File: config.mk
export PLATFORM = sky130hd
export DESIGN_NAME = cfg_gate
export DESIGN_NICKNAME = d
export VERILOG_FILES = /design/src/rtl/cfg_pkg.sv /design/src/rtl/cfg_gate.sv /design/src/rtl/cfg_run_counter.sv /design/src/rtl/cfg_window_max.sv
export SDC_FILE = /design/constraint.sdc
export NUM_CORES = 1
export LEC_CHECK = 0
export ABC_CLOCK_PERIOD_IN_PS = 26900
export BUFFER_PORTS_ARGS = -buffer_cell sky130_fd_sc_hd__clkbuf_2
export CORE_MARGIN = 10
export CORE_UTILIZATION = 25
export DETAILED_ROUTE_END_ITERATION = 6
export PLACE_DENSITY = 0.36
export SYNTH_ARGS = -nofsm -noshare
export SYNTH_HDL_FRONTEND = slang
export SYNTH_SLANG_ARGS = --single-unit
File: constraint.sdc
create_clock -name CLOCK_I -period 26.9 [get_ports CLOCK_I]
set_input_delay 5.38 -clock CLOCK_I [delete_from_list [all_inputs] [get_ports CLOCK_I]]
set_output_delay 5.38 -clock CLOCK_I [all_outputs]
set_load 0.01 [all_outputs]
File: src/rtl/cfg_pkg.sv
package cfg_pkg;

  localparam int CFG_AW = 16;
  localparam int CFG_DW = 8;
  localparam int CFG_WIN_DEPTH = 8;
  localparam int CFG_WIN_IW = 3;

  // Byte-wide register map.
  localparam logic [15:0] CFG_A_CTRL = 16'h0708;
  localparam logic [15:0] CFG_A_GOOD_LO = 16'h0710;
  localparam logic [15:0] CFG_A_GOOD_HI = 16'h0711;
  localparam logic [15:0] CFG_A_BAD_LO = 16'h0715;
  localparam logic [15:0] CFG_A_BAD_HI = 16'h0716;
  localparam logic [15:0] CFG_A_ABS_FLOOR = 16'h0720;
  localparam logic [15:0] CFG_A_REL_FLOOR = 16'h0721;
  localparam logic [15:0] CFG_A_DOWN_STEP = 16'h0722;
  localparam logic [15:0] CFG_A_BAD_RUN_LO = 16'h0723;
  localparam logic [15:0] CFG_A_BAD_RUN_HI = 16'h0724;
  localparam logic [15:0] CFG_A_ABS_CEIL = 16'h0726;
  localparam logic [15:0] CFG_A_REL_CEIL = 16'h0727;
  localparam logic [15:0] CFG_A_UP_STEP = 16'h0728;
  localparam logic [15:0] CFG_A_GOOD_RUN_LO = 16'h0729;
  localparam logic [15:0] CFG_A_GOOD_RUN_HI = 16'h072a;
  localparam logic [15:0] CFG_A_WARMUP = 16'h072b;
  localparam logic [15:0] CFG_A_CUR_TH = 16'h072d;
  localparam logic [15:0] CFG_A_EST_LO = 16'h0730;
  localparam logic [15:0] CFG_A_EST_HI = 16'h0731;
  localparam logic [15:0] CFG_A_CONF = 16'h0735;

  localparam logic [7:0] CFG_R_ABS_FLOOR = 8'h90;
  localparam logic [7:0] CFG_R_REL_FLOOR = 8'h08;
  localparam logic [7:0] CFG_R_DOWN_STEP = 8'h01;
  localparam logic [9:0] CFG_R_BAD_RUN = 10'h020;
  localparam logic [7:0] CFG_R_ABS_CEIL = 8'hff;
  localparam logic [7:0] CFG_R_REL_CEIL = 8'h06;
  localparam logic [7:0] CFG_R_UP_STEP = 8'h01;
  localparam logic [9:0] CFG_R_GOOD_RUN = 10'h001;
  localparam logic [4:0] CFG_R_WARMUP = 5'h17;

  typedef enum logic [1:0] {
    CFG_ST_IDLE,
    CFG_ST_WARMUP,
    CFG_ST_RUN
  } cfg_state_t;

endpackage

File: src/rtl/cfg_gate.sv
module cfg_gate
  import cfg_pkg::*;
(
  // Clock, reset and enable
  input wire logic CLOCK_I,
  input wire logic RSTN_I,
  input wire logic CE_I,
  // Register port
  input wire logic [CFG_AW-1:0] REG_ADDR_I,
  input wire logic REG_WR_I,
  input wire logic REG_RD_I,
  input wire logic [CFG_DW-1:0] REG_WDATA_I,
  output logic [CFG_DW-1:0] REG_RDATA_O,
  output logic REG_RVALID_O,
  // Estimates from the coarse frequency estimator
  input wire logic EST_VALID_I,
  input wire logic EST_PREDICTED_I,
  input wire logic [15:0] EST_FREQ_I,
  input wire logic [7:0] EST_CONF_I,
  // Good estimates to the frequency control loop
  output logic GOOD_VALID_O,
  output logic [15:0] GOOD_FREQ_O,
  output logic [7:0] GOOD_CONF_O,
  output logic [7:0] THRESHOLD_O
);

  cfg_state_t state_r;
  logic use_pred_r;
  logic [7:0] abs_floor_r;
  logic [7:0] rel_floor_r;
  logic [7:0] down_step_r;
  logic [9:0] bad_run_r;
  logic [7:0] abs_ceil_r;
  logic [7:0] rel_ceil_r;
  logic [7:0] up_step_r;
  logic [9:0] good_run_r;
  logic [4:0] warmup_r;
  logic [15:0] good_cnt_r;
  logic [15:0] bad_cnt_r;
  logic [7:0] th_r;
  logic [7:0] th_nxt;
  logic [15:0] raw_est_r;
  logic [7:0] raw_conf_r;
  logic [5:0] seen_r;
  logic [7:0] win_max;
  logic [7:0] lo_bound;
  logic [7:0] hi_bound;
  logic [7:0] rel_lo;
  logic [7:0] rel_hi;
  logic take;
  logic is_good;
  logic in_warmup;
  logic good_ev;
  logic bad_ev;
  logic lower_fire;
  logic raise_fire;
  logic [8:0] sum;
  logic [8:0] diff;
  logic fwd_ok;
  logic [7:0] rdata_nxt;
  logic [15:0] good_cnt_nxt;
  logic [15:0] bad_cnt_nxt;

  assign take = CE_I && EST_VALID_I && (!EST_PREDICTED_I || use_pred_r);
  assign in_warmup = state_r != CFG_ST_RUN;
  assign is_good = in_warmup || (EST_CONF_I >= th_r);
  assign good_ev = take && is_good;
  assign bad_ev = take && !is_good;

  cfg_window_max u_win (
    .clk_i(CLOCK_I),
    .rstn_i(RSTN_I),
    .ce_i(CE_I),
    .push_i(take),
    .data_i(EST_CONF_I),
    .max_o(win_max)
  );

  // Threshold steps follow every taken estimate; warm-up estimates count as good outcomes.
  cfg_run_counter u_bad_run (
    .clk_i(CLOCK_I),
    .rstn_i(RSTN_I),
    .ce_i(CE_I),
    .hit_i(bad_ev),
    .miss_i(good_ev),
    .len_i(bad_run_r),
    .fire_o(lower_fire)
  );

  cfg_run_counter u_good_run (
    .clk_i(CLOCK_I),
    .rstn_i(RSTN_I),
    .ce_i(CE_I),
    .hit_i(good_ev),
    .miss_i(bad_ev),
    .len_i(good_run_r),
    .fire_o(raise_fire)
  );

  // Relative bounds saturate at zero instead of wrapping round.
  always_comb
  begin
    rel_lo = (win_max > rel_floor_r) ? win_max - rel_floor_r : 8'h00;
    rel_hi = (win_max > rel_ceil_r) ? win_max - rel_ceil_r : 8'h00;
    lo_bound = (abs_floor_r > rel_lo) ? abs_floor_r : rel_lo;
    hi_bound = (abs_ceil_r < rel_hi) ? abs_ceil_r : rel_hi;
  end

  // When the bounds cross, the floor wins so the gate stays conservative.
  always_comb
  begin
    sum = {1'b0, th_r} + {1'b0, up_step_r};
    diff = {1'b0, th_r} - {1'b0, down_step_r};
    th_nxt = th_r;
    if (raise_fire)
      th_nxt = sum[8] ? 8'hff : sum[7:0];
    else if (lower_fire)
      th_nxt = diff[8] ? 8'h00 : diff[7:0];
    if (th_nxt > hi_bound)
      th_nxt = hi_bound;
    if (th_nxt < lo_bound)
      th_nxt = lo_bound;
  end

  always_ff @(posedge CLOCK_I)
  begin
    if (!RSTN_I)
      th_r <= CFG_R_ABS_FLOOR;
    else if (take)
      th_r <= th_nxt;
  end

  // Warm-up counts estimates; the first forward needs warmup plus one of them.
  always_ff @(posedge CLOCK_I)
  begin
    if (!RSTN_I)
    begin
      state_r <= CFG_ST_IDLE;
      seen_r <= '0;
    end
    else if (take)
    begin
      case (state_r)
        CFG_ST_IDLE:
        begin
          seen_r <= 6'h01;
          state_r <= (warmup_r == 5'h00) ? CFG_ST_RUN : CFG_ST_WARMUP;
        end
        CFG_ST_WARMUP:
        begin
          seen_r <= seen_r + 6'h01;
          if (seen_r >= {1'b0, warmup_r})
            state_r <= CFG_ST_RUN;
        end
        CFG_ST_RUN:
          state_r <= CFG_ST_RUN;
        default:
          state_r <= CFG_ST_IDLE;
      endcase
    end
  end

  // The estimate being taken is number seen plus one, so it may go out once that
  // reaches warmup plus one; a zero warm-up lets the very first one through.
  always_comb
  begin
    fwd_ok = 1'b0;
    case (state_r)
      CFG_ST_IDLE:
        fwd_ok = (warmup_r == 5'h00);
      CFG_ST_WARMUP:
        fwd_ok = (seen_r >= {1'b0, warmup_r});
      CFG_ST_RUN:
        fwd_ok = 1'b1;
      default:
        fwd_ok = 1'b0;
    endcase
  end

  // Forward only good estimates, and only once warm-up has gathered enough.
  always_ff @(posedge CLOCK_I)
  begin
    if (!RSTN_I)
    begin
      GOOD_VALID_O <= 1'b0;
      GOOD_FREQ_O <= '0;
      GOOD_CONF_O <= '0;
    end
    else if (CE_I)
    begin
      GOOD_VALID_O <= good_ev && fwd_ok;
      // Warm-up estimates that are not forwarded leave the loop's data untouched.
      if (good_ev && fwd_ok)
      begin
        GOOD_FREQ_O <= EST_FREQ_I;
        GOOD_CONF_O <= EST_CONF_I;
      end
    end
  end

  // Event counters wrap at 16 bits; software reads the two bytes separately.
  always_comb
  begin
    good_cnt_nxt = good_cnt_r;
    bad_cnt_nxt = bad_cnt_r;
    if (good_ev)
      good_cnt_nxt = good_cnt_r + 16'h0001;
    if (bad_ev)
      bad_cnt_nxt = bad_cnt_r + 16'h0001;
  end

  always_ff @(posedge CLOCK_I)
  begin
    if (!RSTN_I)
    begin
      good_cnt_r <= '0;
      bad_cnt_r <= '0;
    end
    else if (CE_I)
    begin
      good_cnt_r <= good_cnt_nxt;
      bad_cnt_r <= bad_cnt_nxt;
    end
  end

  // Raw estimate and confidence registers follow every accepted estimate; software may overwrite only the estimate.
  always_ff @(posedge CLOCK_I)
  begin
    if (!RSTN_I)
    begin
      raw_est_r <= '0;
      raw_conf_r <= '0;
    end
    else if (take)
    begin
      raw_est_r <= EST_FREQ_I;
      raw_conf_r <= EST_CONF_I;
    end
    else if (CE_I && REG_WR_I && REG_ADDR_I == CFG_A_EST_LO)
      raw_est_r[7:0] <= REG_WDATA_I;
    else if (CE_I && REG_WR_I && REG_ADDR_I == CFG_A_EST_HI)
      raw_est_r[15:8] <= REG_WDATA_I;
  end

  always_ff @(posedge CLOCK_I)
  begin
    if (!RSTN_I)
    begin
      use_pred_r <= 1'b0;
      abs_floor_r <= CFG_R_ABS_FLOOR;
      rel_floor_r <= CFG_R_REL_FLOOR;
      down_step_r <= CFG_R_DOWN_STEP;
      bad_run_r <= CFG_R_BAD_RUN;
      abs_ceil_r <= CFG_R_ABS_CEIL;
      rel_ceil_r <= CFG_R_REL_CEIL;
      up_step_r <= CFG_R_UP_STEP;
      good_run_r <= CFG_R_GOOD_RUN;
      warmup_r <= CFG_R_WARMUP;
    end
    else if (CE_I && REG_WR_I)
    begin
      case (REG_ADDR_I)
        CFG_A_CTRL: use_pred_r <= REG_WDATA_I[0];
        CFG_A_ABS_FLOOR: abs_floor_r <= REG_WDATA_I;
        CFG_A_REL_FLOOR: rel_floor_r <= REG_WDATA_I;
        CFG_A_DOWN_STEP: down_step_r <= REG_WDATA_I;
        CFG_A_BAD_RUN_LO: bad_run_r[7:0] <= REG_WDATA_I;
        CFG_A_BAD_RUN_HI: bad_run_r[9:8] <= REG_WDATA_I[1:0];
        CFG_A_ABS_CEIL: abs_ceil_r <= REG_WDATA_I;
        CFG_A_REL_CEIL: rel_ceil_r <= REG_WDATA_I;
        CFG_A_UP_STEP: up_step_r <= REG_WDATA_I;
        CFG_A_GOOD_RUN_LO: good_run_r[7:0] <= REG_WDATA_I;
        CFG_A_GOOD_RUN_HI: good_run_r[9:8] <= REG_WDATA_I[1:0];
        CFG_A_WARMUP: warmup_r <= REG_WDATA_I[4:0];
        default: use_pred_r <= use_pred_r;
      endcase
    end
  end

  // Unmapped addresses read as zero.
  always_comb
  begin
    case (REG_ADDR_I)
      CFG_A_CTRL: rdata_nxt = {7'h00, use_pred_r};
      CFG_A_GOOD_LO: rdata_nxt = good_cnt_r[7:0];
      CFG_A_GOOD_HI: rdata_nxt = good_cnt_r[15:8];
      CFG_A_BAD_LO: rdata_nxt = bad_cnt_r[7:0];
      CFG_A_BAD_HI: rdata_nxt = bad_cnt_r[15:8];
      CFG_A_ABS_FLOOR: rdata_nxt = abs_floor_r;
      CFG_A_REL_FLOOR: rdata_nxt = rel_floor_r;
      CFG_A_DOWN_STEP: rdata_nxt = down_step_r;
      CFG_A_BAD_RUN_LO: rdata_nxt = bad_run_r[7:0];
      CFG_A_BAD_RUN_HI: rdata_nxt = {6'h00, bad_run_r[9:8]};
      CFG_A_ABS_CEIL: rdata_nxt = abs_ceil_r;
      CFG_A_REL_CEIL: rdata_nxt = rel_ceil_r;
      CFG_A_UP_STEP: rdata_nxt = up_step_r;
      CFG_A_GOOD_RUN_LO: rdata_nxt = good_run_r[7:0];
      CFG_A_GOOD_RUN_HI: rdata_nxt = {6'h00, good_run_r[9:8]};
      CFG_A_WARMUP: rdata_nxt = {3'h0, warmup_r};
      CFG_A_CUR_TH: rdata_nxt = th_r;
      CFG_A_EST_LO: rdata_nxt = raw_est_r[7:0];
      CFG_A_EST_HI: rdata_nxt = raw_est_r[15:8];
      CFG_A_CONF: rdata_nxt = raw_conf_r;
      default: rdata_nxt = '0;
    endcase
  end

  // Read data is registered so that it stands steady for the whole answer cycle.
  always_ff @(posedge CLOCK_I)
  begin
    if (!RSTN_I)
    begin
      REG_RDATA_O <= '0;
      REG_RVALID_O <= 1'b0;
      THRESHOLD_O <= CFG_R_ABS_FLOOR;
    end
    else if (CE_I)
    begin
      THRESHOLD_O <= th_r;
      REG_RVALID_O <= REG_RD_I;
      REG_RDATA_O <= rdata_nxt;
    end
  end

endmodule

File: src/rtl/cfg_run_counter.sv
// Counts consecutive events and fires when the programmed length is reached.
module cfg_run_counter
(
  input wire logic clk_i,
  input wire logic rstn_i,
  input wire logic ce_i,
  input wire logic hit_i,
  input wire logic miss_i,
  input wire logic [9:0] len_i,
  output logic fire_o
);

  logic [9:0] cnt_r;
  logic [9:0] cnt_nxt;

  // A length of zero behaves as one, so the step never locks up.
  always_comb
  begin
    cnt_nxt = cnt_r + 10'h001;
    fire_o = hit_i && (cnt_nxt >= len_i);
  end

  always_ff @(posedge clk_i)
  begin
    if (!rstn_i)
      cnt_r <= '0;
    else if (ce_i)
    begin
      if (miss_i || fire_o)
        cnt_r <= '0;
      else if (hit_i)
        cnt_r <= cnt_nxt;
    end
  end

endmodule

File: src/rtl/cfg_window_max.sv
// Sliding window of the latest confidence values; reports the largest one.
module cfg_window_max
  import cfg_pkg::*;
#(
  parameter int DEPTH = CFG_WIN_DEPTH,
  parameter int IW = CFG_WIN_IW
)
(
  input wire logic clk_i,
  input wire logic rstn_i,
  input wire logic ce_i,
  input wire logic push_i,
  input wire logic [7:0] data_i,
  output logic [7:0] max_o
);

  logic [7:0] win_r [DEPTH];
  logic [IW-1:0] wr_idx_r;
  logic [7:0] stage [DEPTH+1];

  always_ff @(posedge clk_i)
  begin
    if (!rstn_i)
      wr_idx_r <= '0;
    else if (ce_i && push_i)
      wr_idx_r <= (wr_idx_r == IW'(DEPTH - 1)) ? '0 : wr_idx_r + 1'b1;
  end

  genvar g;
  generate
    for (g = 0; g < DEPTH; g++)
    begin : g_ent
      always_ff @(posedge clk_i)
      begin
        if (!rstn_i)
          win_r[g] <= '0;
        else if (ce_i && push_i && wr_idx_r == IW'(g))
          win_r[g] <= data_i;
      end
      assign stage[g+1] = (win_r[g] > stage[g]) ? win_r[g] : stage[g];
    end
  endgenerate

  assign stage[0] = '0;
  assign max_o = stage[DEPTH];

endmodule

# After elaboration in Yosys (flattened, before gate mapping)
# Memory sizes are Yosys's and may differ from the RTL's.
# Cells that the tools add are included.
[totals] input_bits=55 elab_cells=217 output_inout_bits=42 reg_bits=211 mem_count=1 ram_bits=64
[classes] bitwise=8 muxes=66 order_cmp=18 n_reduce_logical=53 add_sub_neg=10 eq_ne=32
[mem_list] name="u_win.win_r" depth=8 width=8 read_ports=8 rd_clocked_by_memory_dff=0 wr=8 line_no="cfg_window_max.sv:17" source="logic [7:0] win_r [DEPTH];"
[ops] operator="$eq A16 B11 Y1 const B" n=20
[ops] operator="$mux W8" n=29
[ops] operator="$pmux W8 S20" n=1
[ops] operator="$gt A8 B8 Y1" n=11
[ops] operator="$mux W10" n=4
[ops] operator="$reduce_and A2 Y1" n=20
[ops] operator="$add A16 B1 Y16 const B" n=2
[ops] operator="$mux W1" n=25
[ops] operator="$add A10 B1 Y10 const B" n=2
[ops] operator="$ge A10 B10 Y1" n=2
[ops] operator="$logic_and A1 B1 Y1" n=19
[ops] operator="$lt A8 B8 Y1" n=2
[ops] operator="$mux W16" n=1
[ops] operator="$sub A8 B8 Y8" n=2
[ops] operator="$eq A3 B3 Y1 const B" n=4
[ops] operator="$pmux W6 S2" n=1
[ops] operator="$reduce_bool A2 Y1" n=5
[ops] operator="$add A8 B8 Y9" n=1
[ops] operator="$sub A8 B8 Y9" n=1
[ops] operator="$ge A8 B8 Y1" n=1
[ops] operator="$gt A8 B1 Y1 const B" n=1
[ops] operator="$or A1 B1 Y1" n=8
[ops] operator="$add A6 B1 Y6 const B" n=1
[ops] operator="$eq A3 B2 Y1 const B" n=2
[ops] operator="other kinds (15)" n=22

# Longest topological paths before layout
# Gate-level depths: netlist (run 1).
# An unclocked memory read counts as a cell.
[logic_depth] word_depth=25 depth_mapped=114 mapped_depth_nobuf=108

# Modules after synthesis
# A second synthesis (run 1) with hierarchy kept.
[unflattened] hier_cells=2160 hier_area_um2=18514.0
[by_module_without_submodules] module="cfg_gate" instances=1 cells_per_inst=1435 area_each_um2=11707.5 seq_area_each_um2=3763.6
[by_module_without_submodules] module="cfg_window_max" instances=1 cells_per_inst=525 area_each_um2=5170.0 seq_area_each_um2=1981.9
[by_module_without_submodules] module="cfg_run_counter" instances=2 cells_per_inst=100 area_each_um2=818.3 seq_area_each_um2=200.2

# Worst setup path after synthesis (run 1)
# Ideal clock, no wire load.
[synth_path] kind="reg-to-reg" from="memory u_win.win_r[1][7], in the netlist u_win.win_r[0][15]" to="register th_r[0]" synth_period_minus_slack_ns=18.729 stages_incl_launch_ff=110 arrival_ns=18.609 n_path_buf=7 path_slack_ns=8.171 t_required_ns=26.780 setup_time_ns=0.120 cell_sequence="edfxtp_1 > ha_1 > and4_1 > o21ai_1 > a21oi_2 > mux2_1 > inv_1 > ha_1 > nor2b_1 > o31a_1 > o31ai_2 > nor4_2 > or2_1 > buf_2 > clkbuf_1 > o21ai_0 > inv_1 > ha_1 > [74 not listed] > o21a_1 > o21ai_0 > nand2b_1 > a21oi_1 > o21ai_0 > o21ai_0 > clkbuf_1 > nand2_1 > o21ai_0 > ha_1 > a21o_1 > a211o_1 > a311o_1 > o21ai_0 > a21oi_1 > clkbuf_1 > a211oi_1 > nor2_1"
[synth_lines] item="start, declared" line_no="cfg_window_max.sv:17"
[synth_lines] item="end signal, assigned" line_no="cfg_gate.sv:130" source="th_r <= th_nxt;"
[synth_lines] item="end, declared" line_no="cfg_gate.sv:40" source="logic [7:0] th_r;"

==> results of run 1 <==
[critical path: cells and delay by family (launching register included)]
| kind | cells | cell delay, ns |
|---|---|---|
| adder cells (fa/ha/maj) | 12 | 3.29 |
| AND/OR/NAND/NOR | 20 | 3.14 |
| flip-flops | 1 | 0.43 |
| AO/OA/AOI/OAI | 55 | 12.22 |
| multiplexers | 7 | 2.62 |
| buffers and inverters | 4 | 0.25 |
[kinds of logic after synthesis]
kind of cell | after synthesis | synth area share, %
AND/OR/NAND/NOR | 743 | 21.1
AO/OA/AOI/OAI | 455 | 18.2
flip-flops | 275 | 34.7
buffers and inverters | 227 | 4.82
adder cells (fa/ha/maj) | 163 | 11.7
multiplexers | 105 | 6.15
XOR/XNOR | 68 | 3.40
[layer usage]
metal	up-vias	global-route usage [%]	wire, µm
li1	7379	-	-
met1	7118	19.1	28800
met2	231	26.3	30500
met3	67	2.32	2160
met4	2	3.40	1190
met5	-	0	12
[registers in the layout (all words and copies together) (netlist names), 10 cells and up]
signal	flops
u_bad_run.cnt_r	10
good_cnt_r	16
u_win.win_r	64
bad_run_r	10
bad_cnt_r	16
u_good_run.cnt_r	10
raw_est_r	16
GOOD_FREQ_O	16
good_run_r	10
[synth_stat cells, types with 7 or more instances]
library cell / n
and2_1: 88
and3_1: 42
nand3_1: 74
o21ai_1: 7
nor2b_1: 78
o21a_1: 15
a222oi_1: 9
mux2_2: 18
a21o_1: 54
or3_1: 18
a31oi_1: 16
edfxtp_1: 64
buf_1: 9
inv_1: 141
ha_1: 159
and4_1: 9
o21ai_0: 81
nand2_1: 252
o22ai_1: 8
nand2b_1: 22
a22oi_1: 23
nand4_1: 23
a21boi_0: 59
a22o_1: 15
dfxtp_1: 211
nor4_1: 9
clkbuf_1: 76
a221oi_1: 21
a21oi_1: 62
mux2i_1: 83
xnor2_1: 37
nor2_1: 82
xor2_1: 30
o211a_1: 21
o211ai_1: 15
nor3_1: 26
[cell type report]
class | instances | area (µm²) | share of cell area, %
flip-flops and latches | 275 | 6150 | 30.2
well taps | 940 | 1180 | 5.78
clock buffers | 54 | 1040 | 5.11
multi-input cells | 1534 | 10700 | 52.8
inverters | 141 | 529 | 2.60
clock inverters | 12 | 103 | 0.504
repair buffers | 111 | 599 | 2.95
[power by group through the flow]
stage          clock (µW)  combinational (µW)  sequential, µW
2_1_floorplan           0                1240             448
3_3_place_gp            0                1590             458
3_5_place_dp            0                1610             457
4_1_cts               496                1620             449
5_1_grt               512                1830             449
6_report              477                1600             448
[worst max path at each step]
stage                       start  endpoint  slack [ns]  depth (start not counted)
3_3_place_gp   u_win.win_r[0][15]   th_r[0]        5.63                         98
2_1_floorplan  u_win.win_r[0][15]   th_r[0]        8.17                        109
3_5_place_dp   u_win.win_r[0][10]   th_r[0]        4.85                         99
4_1_cts        u_win.win_r[0][10]   th_r[0]        4.86                         99
6_report       u_win.win_r[0][10]   th_r[3]        4.82                         98
5_1_grt         u_win.win_r[0][2]   th_r[0]        2.49                        100
[metrics by stage]
step	area, µm²	utilization [%]	cells
final	20300	29.0	3067
after global routing	20300	29.0	3067
after CTS	20300	29.0	3067
after detailed placement	19200	27.4	3001
after global placement	19200	27.4	3001
after floorplan	17700	-	2036
==> qor.txt, run 1 <==
Status: complete, no violations
Hold Crit Class: reg2reg
GPL Wtd Cong: 0.834
IO Count: 97
Core area: 70100 µm²
Drt first-iter violations: 844
Design Power: 2530 µW
Worst EP arrival: 22.52 ns
Sequential power share: 17.7%
Top_reg_cell synth: dfxtp_1
Number of synthesized flops with an enable pin: 64
Sequential area share after synthesis: 34.7%
Cell mode on critical path: a21oi_1
Tcrit/Tclk final: 82.1%
# hold bufs at CTS: 0
MaxCap Viol Count: 0
CTS max path bufs: 3
Post-DR wirelength/cell: 20.4 µm
Hold endpoint: raw_conf_r[6]
Startpoint types: register
Maximum vdd ir drop: 0.227 mV
Num rows: 97
RSZ-0062 raised after global routing: false
Most frequent cells in the layout: 251 x nand2_1, 211 x dfxtp_1, 159 x ha_1
Die Ht: 286 µm
Actual slew at the worst max-slew pin: 1.23 ns
Ant. Diodes: 0
Total CTS buffers: 37
Int Power: 1350 µW
Post-CTS Resized: 0
Share of cells above drive strength 1: 9.78%
YS warnings: 0
Clk network pwr share: 18.9%
Final worst setup slack: 4.82 ns
Slew HR: 17.6%
Slowest stage delay, CP: 0.92 ns
Average size of a mapped cell: 8.70 µm²
Sw frac: 46.8%
ANT nets after route: 0
Critical Path Fanout Max: 16
Die area: 81900 µm²
Synth Register Bits: 275
Die width: 286 µm
Worst-Skew Late Latency: 0.56 ns
Pre-CTS setup slack: 4.85 ns
Hold depth: 2
Number of global-route vias before repair: 14900
Combinational Power Share: 63.4%
Post-synth ARST share: 0%
Post-CTS Setup Bufs: 0
Top cells by area, synth: dfxtp_1 24%, ha_1 11%, edfxtp_1 11%
Worst r2r src: u_win.win_r[0][10]
Mapped Cells: 2036
Clock Sinks: 275
Commonest non-fill, non-tap cell in the layout: nand2_1
Unique masters post-synth: 75
WHS: 0.469 ns
DPL Wire Length: 47200 µm
Initial Util: 25.3%
GR Overflow Total: 0
Sw power: 1180 µW
Critical path type: reg2reg
P per Cell Area: 124 nW/µm²
Biggest area consumer among synthesized cells: dfxtp_1
DR vias/cell: 4.82
DRC: 0
Syn Nets: 2254
Initial antenna violation count: 3
Endpoint class of the critical path: register
Slowest-stage cell, CP: o21ai_0
Reg clk slew, reported paths: 0.06 ns
Final Hold Viols: 0
H-tree Lvls: 2
Leak: 0.00853 µW
Syn Std Cell Area: 17700 µm²
Data required time of the worst path: 27.34 ns
TritonCTS clock tree: built
Clk_skew: 0.0214 ns
FF-to-FF path depth: 98
CTS Root Cell: clkbuf_16
GRT Util Overall: 15.0%
P&R area growth vs syn: 14.8%
DRT Wirelength: 62600 µm
First-pass GRT wire length: 95300 µm
Fill cells: 7539
Fmax: 45.3 MHz
Reg-to-Reg End: th_r[3]
DR vias: 14800
Nets@finish: 2318
Setup TNS: 0 ns
Min-delay src: raw_conf_r[6]
Slew Limit Fails: 0
Pin count of the biggest net entering global routing: 98
Final setup fails: 0
Register-to-register setup slack: 4.82 ns
First-pass DRT Iterations: 6
Synth top area share: 23.8%
Final min period: 22.08 ns
Port Buffer Count: 96
Power figures use the tool's default switching activity.
==> inputs of run 2 (changes only) <==
--- a/config.mk
+++ b/config.mk
@@ -5,7 +5,7 @@
 export SDC_FILE = /design/constraint.sdc
 export NUM_CORES = 1
 export LEC_CHECK = 0
-export ABC_CLOCK_PERIOD_IN_PS = 26900
+export ABC_CLOCK_PERIOD_IN_PS = 21400
 export BUFFER_PORTS_ARGS = -buffer_cell sky130_fd_sc_hd__clkbuf_2
 export CORE_MARGIN = 10
 export CORE_UTILIZATION = 25
==> constraint.sdc (replaced) <==
create_clock -name CLOCK_I -period 21.4 [get_ports CLOCK_I]
set_input_delay 4.28 -clock CLOCK_I [delete_from_list [all_inputs] [get_ports CLOCK_I]]
set_output_delay 4.28 -clock CLOCK_I [all_outputs]
set_load 0.01 [all_outputs]
==> qor.txt, run 2 (same netlist as run 1, synthesis figures left out) <==
Design Power: 3320 µW (was 2530 µW)
GR Overflow Total: 0 (unchanged)
DRC: 0 (unchanged)
Num rows: 97 (unchanged)
P per Cell Area: 161 nW/µm² (was 124 nW/µm²)
Actual slew at the worst max-slew pin: 1.22 ns (was 1.23 ns)
Status: complete, no violations (unchanged)
Post-DR wirelength/cell: 20.4 µm (about the same)
P&R area growth vs syn: 16.2% (was 14.8%)
Die Ht: 286 µm (unchanged)
Commonest non-fill, non-tap cell in the layout: nand2_1 (unchanged)
Data required time of the worst path: 21.88 ns (was 27.34 ns)
CTS Root Cell: clkbuf_16 (unchanged)
Hold Crit Class: reg2reg (unchanged)
Startpoint types: register (unchanged)
Die area: 81900 µm² (unchanged)
Top reg by flops: u_win.win_r (unchanged)
H-tree Lvls: 2 (unchanged)
Port Buffer Count: 96 (unchanged)
GRT Util Overall: 15.1% (was 15.0%)
DR vias/cell: 4.81 (was 4.82)
Multi-input logic area: 10800 µm² (was 10700 µm²)
Drt first-iter violations: 870 (was 844)
Worst-Skew Late Latency: 0.55 ns (was 0.56 ns)
MaxCap Viol Count: 0 (unchanged)
Critical Path Fanout Max: 16 (unchanged)
ANT nets after route: 0 (unchanged)
Critical path buffer and inverter count: 8 (was 4)
Share of cells above drive strength 1: 10.9% (was 9.78%)
Die width: 286 µm (unchanged)
Clock Sinks: 275 (unchanged)
IO Count: 97 (unchanged)
Slowest stage delay, CP: 0.40 ns (was 0.92 ns)
Placed cells: 3002 (was 3001)
DRT Wirelength: 62800 µm (was 62600 µm)
CTS max path bufs: 3 (unchanged)
Initial Util: 25.3% (unchanged)
Fmax: 50.5 MHz (was 45.3 MHz)
Total CTS buffers: 37 (unchanged)
Setup TNS: 0 ns (unchanged)
Slew Limit Fails: 0 (unchanged)
Nets@finish: 2326 (was 2318)
Tcrit/Tclk final: 92.6% (was 82.1%)
Max reg flops: 64 (unchanged)
Clk_skew: 0.0205 ns (was 0.0214 ns)
Final setup fails: 0 (unchanged)
Reg clk slew, reported paths: 0.06 ns (about the same)
GPL Wtd Cong: 0.843 (was 0.834)
Worst EP arrival: 20.29 ns (was 22.52 ns)
First-pass DRT Iterations: 7 (was 6)
Final Hold Viols: 0 (unchanged)
Final min period: 19.82 ns (was 22.08 ns)
Initial antenna violation count: 4 (was 3)
DR vias: 14800 (about the same)
Fill cells: 7584 (was 7539)
Most frequent cells in the layout: 250 x nand2_1, 211 x dfxtp_1, 159 x ha_1 (was 251 x nand2_1, 211 x dfxtp_1, 159 x ha_1)
Register area: 6150 µm² (unchanged)
Maximum vdd ir drop: 0.293 mV (was 0.227 mV)
Delay-heaviest family, CP: compound AO/OA/AOI/OAI gates (unchanged)
Critical path type: reg2reg (unchanged)
Number of global-route vias before repair: 15000 (was 14900)
Pin count of the biggest net entering global routing: 82 (was 98)
First-pass GRT wire length: 96000 µm (was 95300 µm)
DPL Wire Length: 47000 µm (was 47200 µm)
Cell Count, Final, Fillers Out: 3078 (was 3067)
Slew HR: 18.2% (was 17.6%)
Core area: 70100 µm² (unchanged)
Slowest-stage cell, CP: mux2_2 (was o21ai_0)
TritonCTS clock tree: built (unchanged)
Endpoint class of the critical path: register (unchanged)
Leak: 0.00862 µW (was 0.00853 µW)
## run 2: cell types whose count changed in the layout (fill, tap and decap cells not counted), moves of 2 or more
cell / delta
clkinv_4: -2
buf_4: +8
a31oi_1: -2
o21ai_1: +4
o21ai_0: -6
clkbuf_16: +3
clkbuf_8: +3
o21ai_2: +2
mux2i_1: -2
a21oi_1: -2
## run 2: worst paths after layout
check | startpoint | endpoint | slack, ns | depth (start not counted)
hold reg to reg | raw_conf_r[6] | raw_conf_r[6] | 0.47 | 2
setup reg to reg | u_win.win_r[0][15] | th_r[1] | 1.58 | 104
setup / recovery | u_win.win_r[0][15] | th_r[1] | 1.58 | 104
hold / removal | raw_conf_r[6] | raw_conf_r[6] | 0.47 | 2
## run 2: routing by layer
layer  vias up  global-route usage [%]  share of wire [%]
li1       7400                       -                  -
met1      7096                    19.2                 46
met2       256                    26.5                 49
met3        60                    2.26                3.3
met4         2                    3.21                1.8
met5         -                       0              0.016
## run 2: what timing repair did
action / 4_1_cts / 5_1_grt
cloned: 0 / 0
buffers inserted: 0 / 7
endpoints found under the setup margin: 5 / 8
hold buffers: 0 / 0
resized for setup: 1 / 24
pin swaps: 0 / 3
## run 2: area by class of cell
| class | count | share of cell area (%) |
|---|---|---|
| Multi-Input combinational cell | 1534 | 52.7 |
| Clock inverter | 8 | 0.352 |
| Timing Repair Buffer | 119 | 3.20 |
| Sequential cell | 275 | 29.9 |
| Clock buffer | 60 | 5.62 |
| Antenna cell | 1 | 0.0122 |
| Tap cell | 940 | 5.71 |
| Inverter | 141 | 2.57 |
## run 2: per-stage QoR
| step | hold slack, ns | setup slack [ns] | util (%) | area [µm²] |
|---|---|---|---|---|
| global route | 0.497 | -0.0510 | 29.3 | 20600 |
| global placement | 0.456 | 0.681 | 27.4 | 19200 |
| CTS | 0.480 | 0.0392 | 29.1 | 20400 |
| floorplan | 0.443 | 2.67 | - | 17700 |
| finish | 0.471 | 1.58 | 29.3 | 20600 |
| detailed placement | 0.464 | -0.0542 | 27.4 | 19200 |
## run 2: report_power, final
group	internal, µW	total (µW)	switching [µW]	leakage, µW
clock network	382	637	254	0.000607
registers	543	564	20.5	0.00237
logic	843	2120	1280	0.00565
## run 2: worst register-to-register path, delay by kind of cell, from the launching register on
family	cells	cell delay, ns
compound gates	55	9.76
mux	6	1.88
buf+inv	8	0.79
flops	1	0.39
fa+ha+maj	12	3.29
simple gates	23	3.62
